===== src/rtl/ped_pkg.sv =====
// Constants and types for the performance event detector.
// Assumes one core clock and an active-low asynchronous reset.
package ped_pkg;

   // ----------------------------------------------------------------
   // Event select codes
   // ----------------------------------------------------------------
   localparam int          SEL_W          = 6;
   localparam logic [5:0]  EVT_FLOAT_OPS  = 6'h22;
   localparam logic [5:0]  EVT_BKPT_ZERO  = 6'h23;
   localparam logic [5:0]  EVT_BKPT_ONE   = 6'h24;
   localparam logic [5:0]  EVT_BKPT_TWO   = 6'h25;
   localparam logic [5:0]  EVT_BKPT_THREE = 6'h26;
   localparam logic [5:0]  EVT_HW_IRQ     = 6'h27;
   localparam logic [5:0]  EVT_DATA_RW    = 6'h28;
   localparam logic [5:0]  EVT_DATA_MISS  = 6'h29;
   localparam logic [5:0]  EVT_BUS_OWN    = 6'h2a;

   // ----------------------------------------------------------------
   // Widths and counts
   // ----------------------------------------------------------------
   localparam int          CTR_W          = 40;
   localparam int          LINE_W         = 27;
   localparam int          NUM_BKPT       = 4;
   localparam int          NUM_DPORT      = 2;
   localparam int          NUM_SYNC       = 3;
   localparam logic [2:0]  BURST_READY_STROBE_LAST      = 3'h3;
   localparam logic [2:0]  BURST_READY_STROBE_ZERO      = 3'h0;
   localparam logic [2:0]  BURST_READY_STROBE_ONE       = 3'h1;
   localparam logic [1:0]  INC_ZERO       = 2'h0;
   localparam logic [CTR_W-1:0] CTR_RESET = 40'h00_0000_0000;

   // ----------------------------------------------------------------
   // Pin synchroniser bit positions
   // ----------------------------------------------------------------
   localparam int          SYN_PRIVATE_BUS_REQUEST      = 0;
   localparam int          SYN_PEER_HIT_MODIFIED      = 1;
   localparam int          SYN_SNOOP_HIT_MODIFIED       = 2;

   // ----------------------------------------------------------------
   // Types
   // ----------------------------------------------------------------
   typedef enum logic [0:0] {
      FILL_IDLE = 1'b0,
      FILL_BUSY = 1'b1
   } ped_fill_t;

   typedef struct packed {
      logic [NUM_SYNC-1:0] sync_meta;
      logic [NUM_SYNC-1:0] sync_lvl;
      logic                private_bus_request_prev;
      logic                own_pending;
      ped_fill_t           fill_state;
      logic [LINE_W-1:0]   fill_line;
      logic [2:0]          burst_ready_strobe_cnt;
      logic [NUM_BKPT-1:0] bp_pins;
      logic [1:0]          inc0;
      logic [1:0]          inc1;
      logic [CTR_W-1:0]    ctr0;
      logic [CTR_W-1:0]    ctr1;
   } ped_state_t;

endpackage


===== src/rtl/ped_event_detect.sv =====
// Event qualification and the two performance counters.
// Assumes core-side strobes on CORE_CLK; bus ownership pins are
// asynchronous and pass a two-stage synchroniser.
`timescale 1ns/1ns

// Behaviour
// - Code 22H counts basic float operations
// - Transcendental internal add and multiply each count
// - Zero-divide, neg-sqrt, special, stack faults excluded
// - Other faults, integer multiply, float-unit uses count
// - Codes 23H-26H count breakpoint zero-three matches
// - Matches count even with breakpoints disabled
// - Disabled code breakpoints match primary pipe only
// - Match events equal the breakpoint match pins
// - Code 27H counts taken maskable and NMI
// - Code 28H counts data reads and writes
// - Split halves separate; page walks, I/O excluded
// - Data access event adds up to two
// - Code 29H counts data cache misses
// - No extra misses during burst fill window
// - Miss event excludes page walks and I/O
// - Counter 0 2AH counts ownership wait clocks
// - Counter 1 2AH counts private request assertions
module ped_event_detect
   import ped_pkg::*;
(
   // Clock and reset
   input  wire  logic                        CORE_CLK,
   input  wire  logic                        RST_N,
   // Event selection
   input  wire  logic [ped_pkg::SEL_W-1:0]   EVENT_SEL_0,
   input  wire  logic [ped_pkg::SEL_W-1:0]   EVENT_SEL_1,
   // Floating-point unit
   input  wire  logic                        FP_OP_DONE,
   input  wire  logic                        FP_TRANSC_ADD,
   input  wire  logic                        FP_TRANSC_MUL,
   input  wire  logic                        FP_EXC_ZERO_DIVIDE,
   input  wire  logic                        FP_EXC_NEG_SQRT,
   input  wire  logic                        FP_EXC_SPECIAL_OPND,
   input  wire  logic                        FP_EXC_STACK,
   // Debug breakpoint compare
   input  wire  logic [ped_pkg::NUM_BKPT-1:0] BP_DATA_MATCH,
   input  wire  logic [ped_pkg::NUM_BKPT-1:0] BP_CODE_MATCH_U,
   input  wire  logic [ped_pkg::NUM_BKPT-1:0] BP_CODE_MATCH_V,
   input  wire  logic [ped_pkg::NUM_BKPT-1:0] BP_ENABLED,
   // Interrupt unit
   input  wire  logic                        MASKABLE_IRQ_TAKEN,
   input  wire  logic                        NMI_TAKEN,
   // Data cache, one lane per pipe
   input  wire  logic [ped_pkg::NUM_DPORT-1:0] DC_ACCESS,
   input  wire  logic [ped_pkg::NUM_DPORT-1:0] DC_MISS,
   input  wire  logic [ped_pkg::NUM_DPORT-1:0] DC_IO_SPACE,
   input  wire  logic [ped_pkg::NUM_DPORT-1:0] DC_PAGE_WALK,
   input  wire  logic [ped_pkg::LINE_W-1:0]  DC_LINE_0,
   input  wire  logic [ped_pkg::LINE_W-1:0]  DC_LINE_1,
   // Bus unit line fill
   input  wire  logic                        FILL_START,
   input  wire  logic [ped_pkg::LINE_W-1:0]  FILL_LINE,
   input  wire  logic                        BURST_READY_STROBE,
   // Dual-processor ownership pins
   input  wire  logic                        PRIVATE_BUS_REQUEST,
   input  wire  logic                        PRIVATE_BUS_GRANT,
   input  wire  logic                        PEER_HIT_MODIFIED_N,
   input  wire  logic                        SNOOP_HIT_MODIFIED_N,
   // Results
   output logic [ped_pkg::NUM_BKPT-1:0]      BREAKPOINT_MATCH_PINS,
   output logic [1:0]                        COUNT_INC_0,
   output logic [1:0]                        COUNT_INC_1,
   output logic [ped_pkg::CTR_W-1:0]         COUNTER_0,
   output logic [ped_pkg::CTR_W-1:0]         COUNTER_1
);

   // ----------------------------------------------------------------
   // Declarations
   // ----------------------------------------------------------------
   ped_state_t          st_r;
   ped_state_t          st_nxt;
   logic [1:0]          fp_cnt;
   logic                fp_excluded;
   logic [NUM_BKPT-1:0] bp_hit;
   logic [1:0]          irq_cnt;
   logic [1:0]          rw_cnt;
   logic [1:0]          miss_cnt;
   logic [NUM_DPORT-1:0] rw_ok;
   logic [NUM_DPORT-1:0] miss_ok;
   logic [NUM_DPORT-1:0] miss_hide;
   logic [LINE_W-1:0]   dc_line [NUM_DPORT];
   logic                private_bus_request_s;
   logic                grant_s;
   logic                any_req;
   logic                lat_evt;
   logic                xfer_evt;
   logic [SEL_W-1:0]    sel [2];
   logic [1:0]          incr [2];
   logic                grant_meta_r;
   logic                grant_lvl_r;

   // ----------------------------------------------------------------
   // Floating-point operation event
   // ----------------------------------------------------------------
   assign fp_excluded = FP_EXC_ZERO_DIVIDE  |
                        FP_EXC_NEG_SQRT     |
                        FP_EXC_SPECIAL_OPND |
                        FP_EXC_STACK;

   // Done covers plain ops, integer multiply and other unit uses
   assign fp_cnt = fp_excluded ? INC_ZERO :
                   2'({1'b0, FP_OP_DONE} +
                      {1'b0, FP_TRANSC_ADD} +
                      {1'b0, FP_TRANSC_MUL});

   // ----------------------------------------------------------------
   // Breakpoint match events
   // ----------------------------------------------------------------
   // Secondary pipe code matches only when the breakpoint is armed
   assign bp_hit = BP_DATA_MATCH |
                   BP_CODE_MATCH_U |
                   (BP_CODE_MATCH_V & BP_ENABLED);

   // ----------------------------------------------------------------
   // Interrupt event
   // ----------------------------------------------------------------
   assign irq_cnt = 2'({1'b0, MASKABLE_IRQ_TAKEN} +
                       {1'b0, NMI_TAKEN});

   // ----------------------------------------------------------------
   // Data access and miss events, per lane
   // ----------------------------------------------------------------
   assign dc_line[0] = DC_LINE_0;
   assign dc_line[1] = DC_LINE_1;

   genvar gl;
   generate
      for (gl = 0; gl < NUM_DPORT; gl++) begin : g_lane
         // Each split half arrives as its own strobe
         assign rw_ok[gl] = DC_ACCESS[gl] &
                            ~DC_IO_SPACE[gl] &
                            ~DC_PAGE_WALK[gl];
         // Inside the burst window a same-line read is not a new miss
         assign miss_hide[gl] = (st_r.fill_state == FILL_BUSY) &&
                                (st_r.burst_ready_strobe_cnt != BURST_READY_STROBE_ZERO) &&
                                (dc_line[gl] == st_r.fill_line);
         assign miss_ok[gl] = DC_ACCESS[gl] &
                              DC_MISS[gl] &
                              ~DC_IO_SPACE[gl] &
                              ~DC_PAGE_WALK[gl] &
                              ~miss_hide[gl];
      end
   endgenerate

   assign rw_cnt   = 2'({1'b0, rw_ok[0]} + {1'b0, rw_ok[1]});
   assign miss_cnt = 2'({1'b0, miss_ok[0]} + {1'b0, miss_ok[1]});

   // ----------------------------------------------------------------
   // Bus ownership events
   // ----------------------------------------------------------------
   assign private_bus_request_s = st_r.sync_lvl[SYN_PRIVATE_BUS_REQUEST];
   assign grant_s = grant_lvl_r;
   assign any_req = private_bus_request_s |
                    ~st_r.sync_lvl[SYN_PEER_HIT_MODIFIED] |
                    ~st_r.sync_lvl[SYN_SNOOP_HIT_MODIFIED];

   // Wait clocks run from the earliest request until the grant
   assign lat_evt  = (st_r.own_pending | any_req) & ~grant_s;
   assign xfer_evt = private_bus_request_s & ~st_r.private_bus_request_prev;

   // ----------------------------------------------------------------
   // Per-counter event decode
   // ----------------------------------------------------------------
   function automatic logic [1:0] ev_count(input logic [SEL_W-1:0] code,
                                           input logic             second);
      logic [1:0] n;
      n = INC_ZERO;
      case (code)
         EVT_FLOAT_OPS:  n = fp_cnt;
         EVT_BKPT_ZERO:  n = {1'b0, bp_hit[0]};
         EVT_BKPT_ONE:   n = {1'b0, bp_hit[1]};
         EVT_BKPT_TWO:   n = {1'b0, bp_hit[2]};
         EVT_BKPT_THREE: n = {1'b0, bp_hit[3]};
         EVT_HW_IRQ:     n = irq_cnt;
         EVT_DATA_RW:    n = rw_cnt;
         EVT_DATA_MISS:  n = miss_cnt;
         EVT_BUS_OWN:    n = second ? {1'b0, xfer_evt}
                                    : {1'b0, lat_evt};
         default:        n = INC_ZERO;
      endcase
      return n;
   endfunction

   assign sel[0] = EVENT_SEL_0;
   assign sel[1] = EVENT_SEL_1;

   genvar gc;
   generate
      for (gc = 0; gc < 2; gc++) begin : g_ctr
         // Process form so the decode follows every event it reads
         always_comb begin
            incr[gc] = ev_count(sel[gc], 1'(gc));
         end
      end
   endgenerate

   // ----------------------------------------------------------------
   // Next state
   // ----------------------------------------------------------------
   always_comb begin
      st_nxt = st_r;

      // Pin synchroniser, first stage feeds only the second
      st_nxt.sync_meta = {SNOOP_HIT_MODIFIED_N,
                          PEER_HIT_MODIFIED_N,
                          PRIVATE_BUS_REQUEST};
      st_nxt.sync_lvl  = st_r.sync_meta;

      st_nxt.private_bus_request_prev  = private_bus_request_s;
      st_nxt.own_pending = (st_r.own_pending | any_req) & ~grant_s;

      // Line fill tracking, closed by the fourth burst ready
      unique case (st_r.fill_state)
         FILL_IDLE: begin
            if (FILL_START) begin
               st_nxt.fill_state = FILL_BUSY;
               st_nxt.fill_line  = FILL_LINE;
               st_nxt.burst_ready_strobe_cnt   = BURST_READY_STROBE_ZERO;
            end
         end
         FILL_BUSY: begin
            if (BURST_READY_STROBE) begin
               if (st_r.burst_ready_strobe_cnt == BURST_READY_STROBE_LAST) begin
                  st_nxt.fill_state = FILL_IDLE;
                  st_nxt.burst_ready_strobe_cnt   = BURST_READY_STROBE_ZERO;
               end else begin
                  st_nxt.burst_ready_strobe_cnt = 3'(st_r.burst_ready_strobe_cnt + BURST_READY_STROBE_ONE);
               end
            end
         end
      endcase

      st_nxt.bp_pins = bp_hit;
      st_nxt.inc0    = incr[0];
      st_nxt.inc1    = incr[1];
      st_nxt.ctr0    = CTR_W'(st_r.ctr0 + {{(CTR_W-2){1'b0}}, incr[0]});
      st_nxt.ctr1    = CTR_W'(st_r.ctr1 + {{(CTR_W-2){1'b0}}, incr[1]});
   end

   // ----------------------------------------------------------------
   // State register
   // ----------------------------------------------------------------
   always_ff @(posedge CORE_CLK or negedge RST_N) begin
      if (!RST_N) begin
         st_r.sync_meta   <= 3'h6;
         st_r.sync_lvl    <= 3'h6;
         st_r.private_bus_request_prev  <= 1'b0;
         st_r.own_pending <= 1'b0;
         st_r.fill_state  <= FILL_IDLE;
         st_r.fill_line   <= 27'h000_0000;
         st_r.burst_ready_strobe_cnt    <= BURST_READY_STROBE_ZERO;
         st_r.bp_pins     <= 4'h0;
         st_r.inc0        <= INC_ZERO;
         st_r.inc1        <= INC_ZERO;
         st_r.ctr0        <= CTR_RESET;
         st_r.ctr1        <= CTR_RESET;
      end else begin
         st_r <= st_nxt;
      end
   end

   // ----------------------------------------------------------------
   // Grant synchroniser, same two-stage form as the other pins
   // ----------------------------------------------------------------
   always_ff @(posedge CORE_CLK or negedge RST_N) begin
      if (!RST_N) begin
         grant_meta_r <= 1'b0;
         grant_lvl_r  <= 1'b0;
      end else begin
         grant_meta_r <= PRIVATE_BUS_GRANT;
         grant_lvl_r  <= grant_meta_r;
      end
   end

   // ----------------------------------------------------------------
   // Outputs
   // ----------------------------------------------------------------
   assign BREAKPOINT_MATCH_PINS = st_r.bp_pins;
   assign COUNT_INC_0           = st_r.inc0;
   assign COUNT_INC_1           = st_r.inc1;
   assign COUNTER_0             = st_r.ctr0;
   assign COUNTER_1             = st_r.ctr1;

endmodule


===== config.mk =====
export PLATFORM = sky130hd
export DESIGN_NAME = ped_event_detect
export DESIGN_NICKNAME = d
export VERILOG_FILES = /design/src/rtl/ped_pkg.sv /design/src/rtl/ped_event_detect.sv
export SDC_FILE = /design/constraint.sdc
export NUM_CORES = 1
export LEC_CHECK = 0
export BUFFER_PORTS_ARGS = -buffer_cell sky130_fd_sc_hd__buf_4
export CAP_MARGIN = 20
export CORE_UTILIZATION = 52
export DETAILED_ROUTE_END_ITERATION = 10
export PLACE_DENSITY = 0.93
export RECOVER_POWER = 25
export SYNTH_ARGS = -nofsm -noshare
export SYNTH_HDL_FRONTEND = slang
export SYNTH_SLANG_ARGS = --single-unit

===== constraint.sdc =====
create_clock -name CORE_CLK -period 4.69 [get_ports CORE_CLK]
set_input_delay 0.2345 -clock CORE_CLK [delete_from_list [all_inputs] [get_ports CORE_CLK]]
set_output_delay 0.2345 -clock CORE_CLK [all_outputs]
set_load 0.05 [all_outputs]

Yosys cells after proc, flatten, opt, wreduce, memory -nomap -nowiden --
Index checks and enable logic that the tools add are counted. W data, S select, Z words.
Operators by class: $add $sub $neg 8, equal/unequal tests 23, muxes and demuxes 10, bitwise operators 34, reduce and logical (&&, ||, !) cells 6
Operators by type and width (number):
- $eq A6 B6 Y1 const B | 18
- $add A40 B2 Y40 | 2
- $eq A27 B27 Y1 | 2
- $pmux W2 S9 | 2
- $mux W31 | 1
- $and A1 B1 Y1 | 14
- $not A1 Y1 | 11
- $add A1 B1 Y2 | 4
- $or A4 B4 Y4 | 2
- $mux W3 | 2
- $or A1 B1 Y1 | 6
- $pmux W3 S2 | 1
- $and A4 B4 Y4 | 1
- $ne A2 B2 Y1 const B | 2
- $reduce_and A2 Y1 | 2
- $add A3 B1 Y3 const B | 1
- $eq A3 B2 Y1 const B | 1
- $logic_and A1 B1 Y1 | 3
- $reduce_bool A3 Y1 | 1
- $add A2 B1 Y2 | 1
- $mux W1 | 2
- $mux W2 | 1
- $pmux W1 S2 | 1
Storage, ports and cells: bits in registers 129, input bits 134, output and inout port bits 88

Depth between registers and ports, before layout --
depth after elaboration 8, mapped depth 19, depth with buffers taken out 18

Least setup slack after synthesis --
OpenSTA, ideal clock, no wires.
path type reg2reg, from reg st_r[88] (netlist bit), to reg st_r (netlist bit COUNTER_1[34]), library setup time 79 ps, arrival time 3625 ps, required time 4611 ps, path slack 986 ps, stages on the path, launching flop included 20, cells stage by stage dfrtp_1 > inv_1 > ha_1 > nand2b_1 > nand4_1 > nor4_1 > a31oi_1 > ha_1 > nand3b_1 > a21oi_1 > a221oi_1 > o311ai_1 > ha_1 > inv_1 > fa_1 > nand4b_1 > or4_1 > buf_2 > nor4_2 > xor2_1
RTL lines:
- from (decl) | RTL line ped_event_detect.sv:76 | ped_state_t st_r;
- from (signal assigned) | RTL line ped_event_detect.sv:264 | st_r <= st_nxt;

==> flow_summary.json <==
{
  "status": "finished with violations",
  "violations": "capacitance limit, slew limit",
  "antenna_cells": 0,
  "root_buffer": "clkbuf_16",
  "p_sw_mw": 1.13,
  "pin_count": 222,
  "grt_setup_unrepaired": "no",
  "synth_top_cell_by_area": "dfrtp_1",
  "nets": 959,
  "drcViolationCount": 0,
  "top_layer_used": "met4",
  "hp-class": "in -> reg",
  "synth_area_per_cell_sq_um": 10.8,
  "worst_slack_ps": 441,
  "critPathKind": "reg -> reg",
  "hpwl_mm": 13.2,
  "final_area_sq_um": 9010,
  "grt_pass1_vias": 5528,
  "vias": 5491,
  "cts.htree.levels": 4,
  "maxSlewViolCount": 57,
  "dp_slack_ps": 358,
  "placed_cell_area_sq_um": 8380,
  "start_util_pct": 53.7,
  "fp.dieArea_sq_um": 14300,
  "p_clk_share_pct": 37.6,
  "yosysWarnings": 0,
  "fp-row-count": 42,
  "whs_path_depth": 2,
  "synth_top_cell_area_share_pct": 43.4,
  "worstSetupStartpoint": "st_r[100]$_DFFE_PN0P_",
  "cp.required_ps": 5020,
  "cp_data_arrival_time_ps": 4580,
  "path_clk_slew_ps": 60,
  "clkLatencyLatePin_ps": 420,
  "cp-start-kind": "flip-flop",
  "grt_pass1_wl_mm": 28.0,
  "grt_overflow": 0,
  "ys_ff_latch": 129,
  "cts_tree": "done",
  "finalCritPeriodShare_pct": 90.6,
  "synthDistinctLibCells": 56,
  "setup_viol": 0,
  "routed_wl_mm": 17.7,
  "core_area_sq_um": 13400,
  "dr_wl_met2_mm": 8.91,
  "max_freq_ghz": 0.235,
  "seq_area_frac_synth_pct": 44.9,
  "swShare_pct": 29.9,
  "endpoint_kind": "flip-flop",
  "grt_usage_pct": 25.4,
  "numCtsBuffers": 17,
  "dr.pass1.iters": 6,
  "drt_iter0_markers": 402,
  "r2r_cells": 16,
  "slew_headroom_pct": -104,
  "syn_inst": 668,
  "reg2reg_from": "st_r[100]$_DFFE_PN0P_",
  "power_frac_seq_pct": 39.3,
  "synth_edf_count": 0,
  "die_w_um": 120,
  "avgViaCountPerCell": 5.48,
  "min_period_ps": 4250,
  "ir_worst_vdd_mv": 0.296,
  "clock-sinks": 129,
  "wl_met3_mm": 1.09,
  "ys.flop_type": "dfrtp_1",
  "finClkSkew_ps": 6.16,
  "die_h_um": 120,
  "syn_area_sq_um": 7200,
  "hp-start": "FILL_START",
  "power.leakage_nw": 4.29,
  "p_int_mw": 2.66,
  "p_per_area_nw_per_um2": 421,
  "total_power_mw": 3.79,
  "ys_async_sr_fraction_pct": 100,
  "synth_common_cells": "dfrtp_1, xnor2_1, buf_4",
  "cts_max_path_buffers": 2,
  "routabilityCongestion": 0.851,
  "port_buffers": 221,
  "finalSetupTns_ps": 0,
  "antenna_found_initial": 0,
  "syn2layout_area_growth_pct": 25.1,
  "hold_viol": 0,
  "avgRoutedWirePerCell_um": 17.6,
  "drtAntennaViolNets": 0,
  "syn-num-nets": 814,
  "share_comb_of_total_power_pct": 23.2,
  "crit_fanout": 9,
  "maxCapViolations": 1,
  "worst_pin_slew_ps": 3060,
  "grt_max_degree": 57,
  "yosysMostFrequentCell": "dfrtp_1",
  "layout-drive-gt1-share_pct": 34.0,
  "synthTopCellsByArea": "dfrtp_1, xnor2_1, buf_4",
  "wl_met1_mm": 7.26
}
## path summary, 6_finish.rpt
check,to,slack [ps]
setup / recovery,COUNTER_1[34]$_DFF_PN0_,440
hold / removal,st_r[88]$_DFFE_PN0P_,30
setup reg to reg,COUNTER_1[34]$_DFF_PN0_,440
hold reg to reg,st_r[122]$_DFF_PN1_,360
max in group asynchronous,COUNTER_1[11]$_DFF_PN0_,1320
min in group asynchronous,COUNTER_0[16]$_DFF_PN0_,1370
## state kept, by name (all words and copies together), names as in the netlist
register               cells
grant_meta_r               1
COUNTER_1                 40
grant_lvl_r                1
COUNT_INC_1                2
BREAKPOINT_MATCH_PINS      4
st_nxt                     3
COUNT_INC_0                2
COUNTER_0                 40
st_r                      35
private_bus_request_s      1
## cell families (layout without fill, tap and decap cells)
family                   after synthesis  count (layout)  synth area share, %
AND/OR/NAND/NOR                      209             209                 17.5
XOR/XNOR                             130             130                 15.8
flip-flops                           129             129                 44.9
buffers and inverters                125             283                 11.2
multiplexers                          32              32                 4.93
AO/OA/AOI/OAI                         31              31                 3.25
adder cells (fa/ha/maj)               12              12                 2.40
## worst max-delay path: stages (launching register included)
cell,delay (ps)
dfrtp_1,410
xnor2_1,170
nand4_1,100
nor3_1,370
a31oi_1,140
ha_1,360
nand3b_1,100
a21oi_1,140
a221oi_1,70
o311ai_1,140
ha_1,260
inv_1,60
fa_1,440
nand4b_1,270
or4_4,630
nor4_2,300
xor2_1,180
## metrics by stage
stage	utilization (%)	std cells	hold slack, ps
after floorplan	-	668	-61.1
after global placement	62.5	965	331
after detailed placement	62.5	965	346
after CTS	67.7	1002	10.3
after global routing	67.2	1002	20.1
final	67.2	1002	26.1
## power by group through the flow
stage | Sequential [mW] | Combinational (mW) | Clock (mW)
after floorplan | 1.45 | 0.682 | 0
after global placement | 1.49 | 0.872 | 0
after detailed placement | 1.50 | 0.896 | 0
after CTS | 1.49 | 0.902 | 1.44
after global routing | 1.52 | 0.950 | 1.49
final | 1.49 | 0.878 | 1.42
## layout make-up
type,count,area [sq um]
multi-input combinational,414,3170
fill,1023,4390
clock inverter,13,184
clock buffer,19,453
tap,176,220
inverter,22,82.6
sequential,129,3230
timing repair buffer,229,1670
## per-layer routing
metal / vias to the layer above / global-route usage (%)
li1: 2534 / -
met1: 2716 / 31.5
met2: 206 / 42.6
met3: 35 / 6.04
met4: 0 / 9.92
met5: - / 0
## cell usage in the layout (no fill, tap or decap), drive strengths merged, types with 4 or more instances in the layout
cell and count:
ha 9, clkbuf 44, nor2 19, bufinv 4
nand2 30, nor4 18, dfstp 4, xor2 40
a31oi 4, and4 15, dlygate4sd3 5, nor3b 6
mux2i 4, clkinv 5, and3 12, nor3 23
xnor2 90, nand2b 5, nand3 24, mux2 28
nand4 35, or4 4, and2 5, inv 23
buf 199, dfrtp 125
## timing repair
item / CTS / global route
gates resized for setup: 0 / 1
endpoints found under the setup margin: 0 / 2
hold endpoints to repair: 56 / 0
buffers inserted: 0 / 0
hold buffers: 5 / 0
Note: power is estimated with default switching activity, not from simulation.
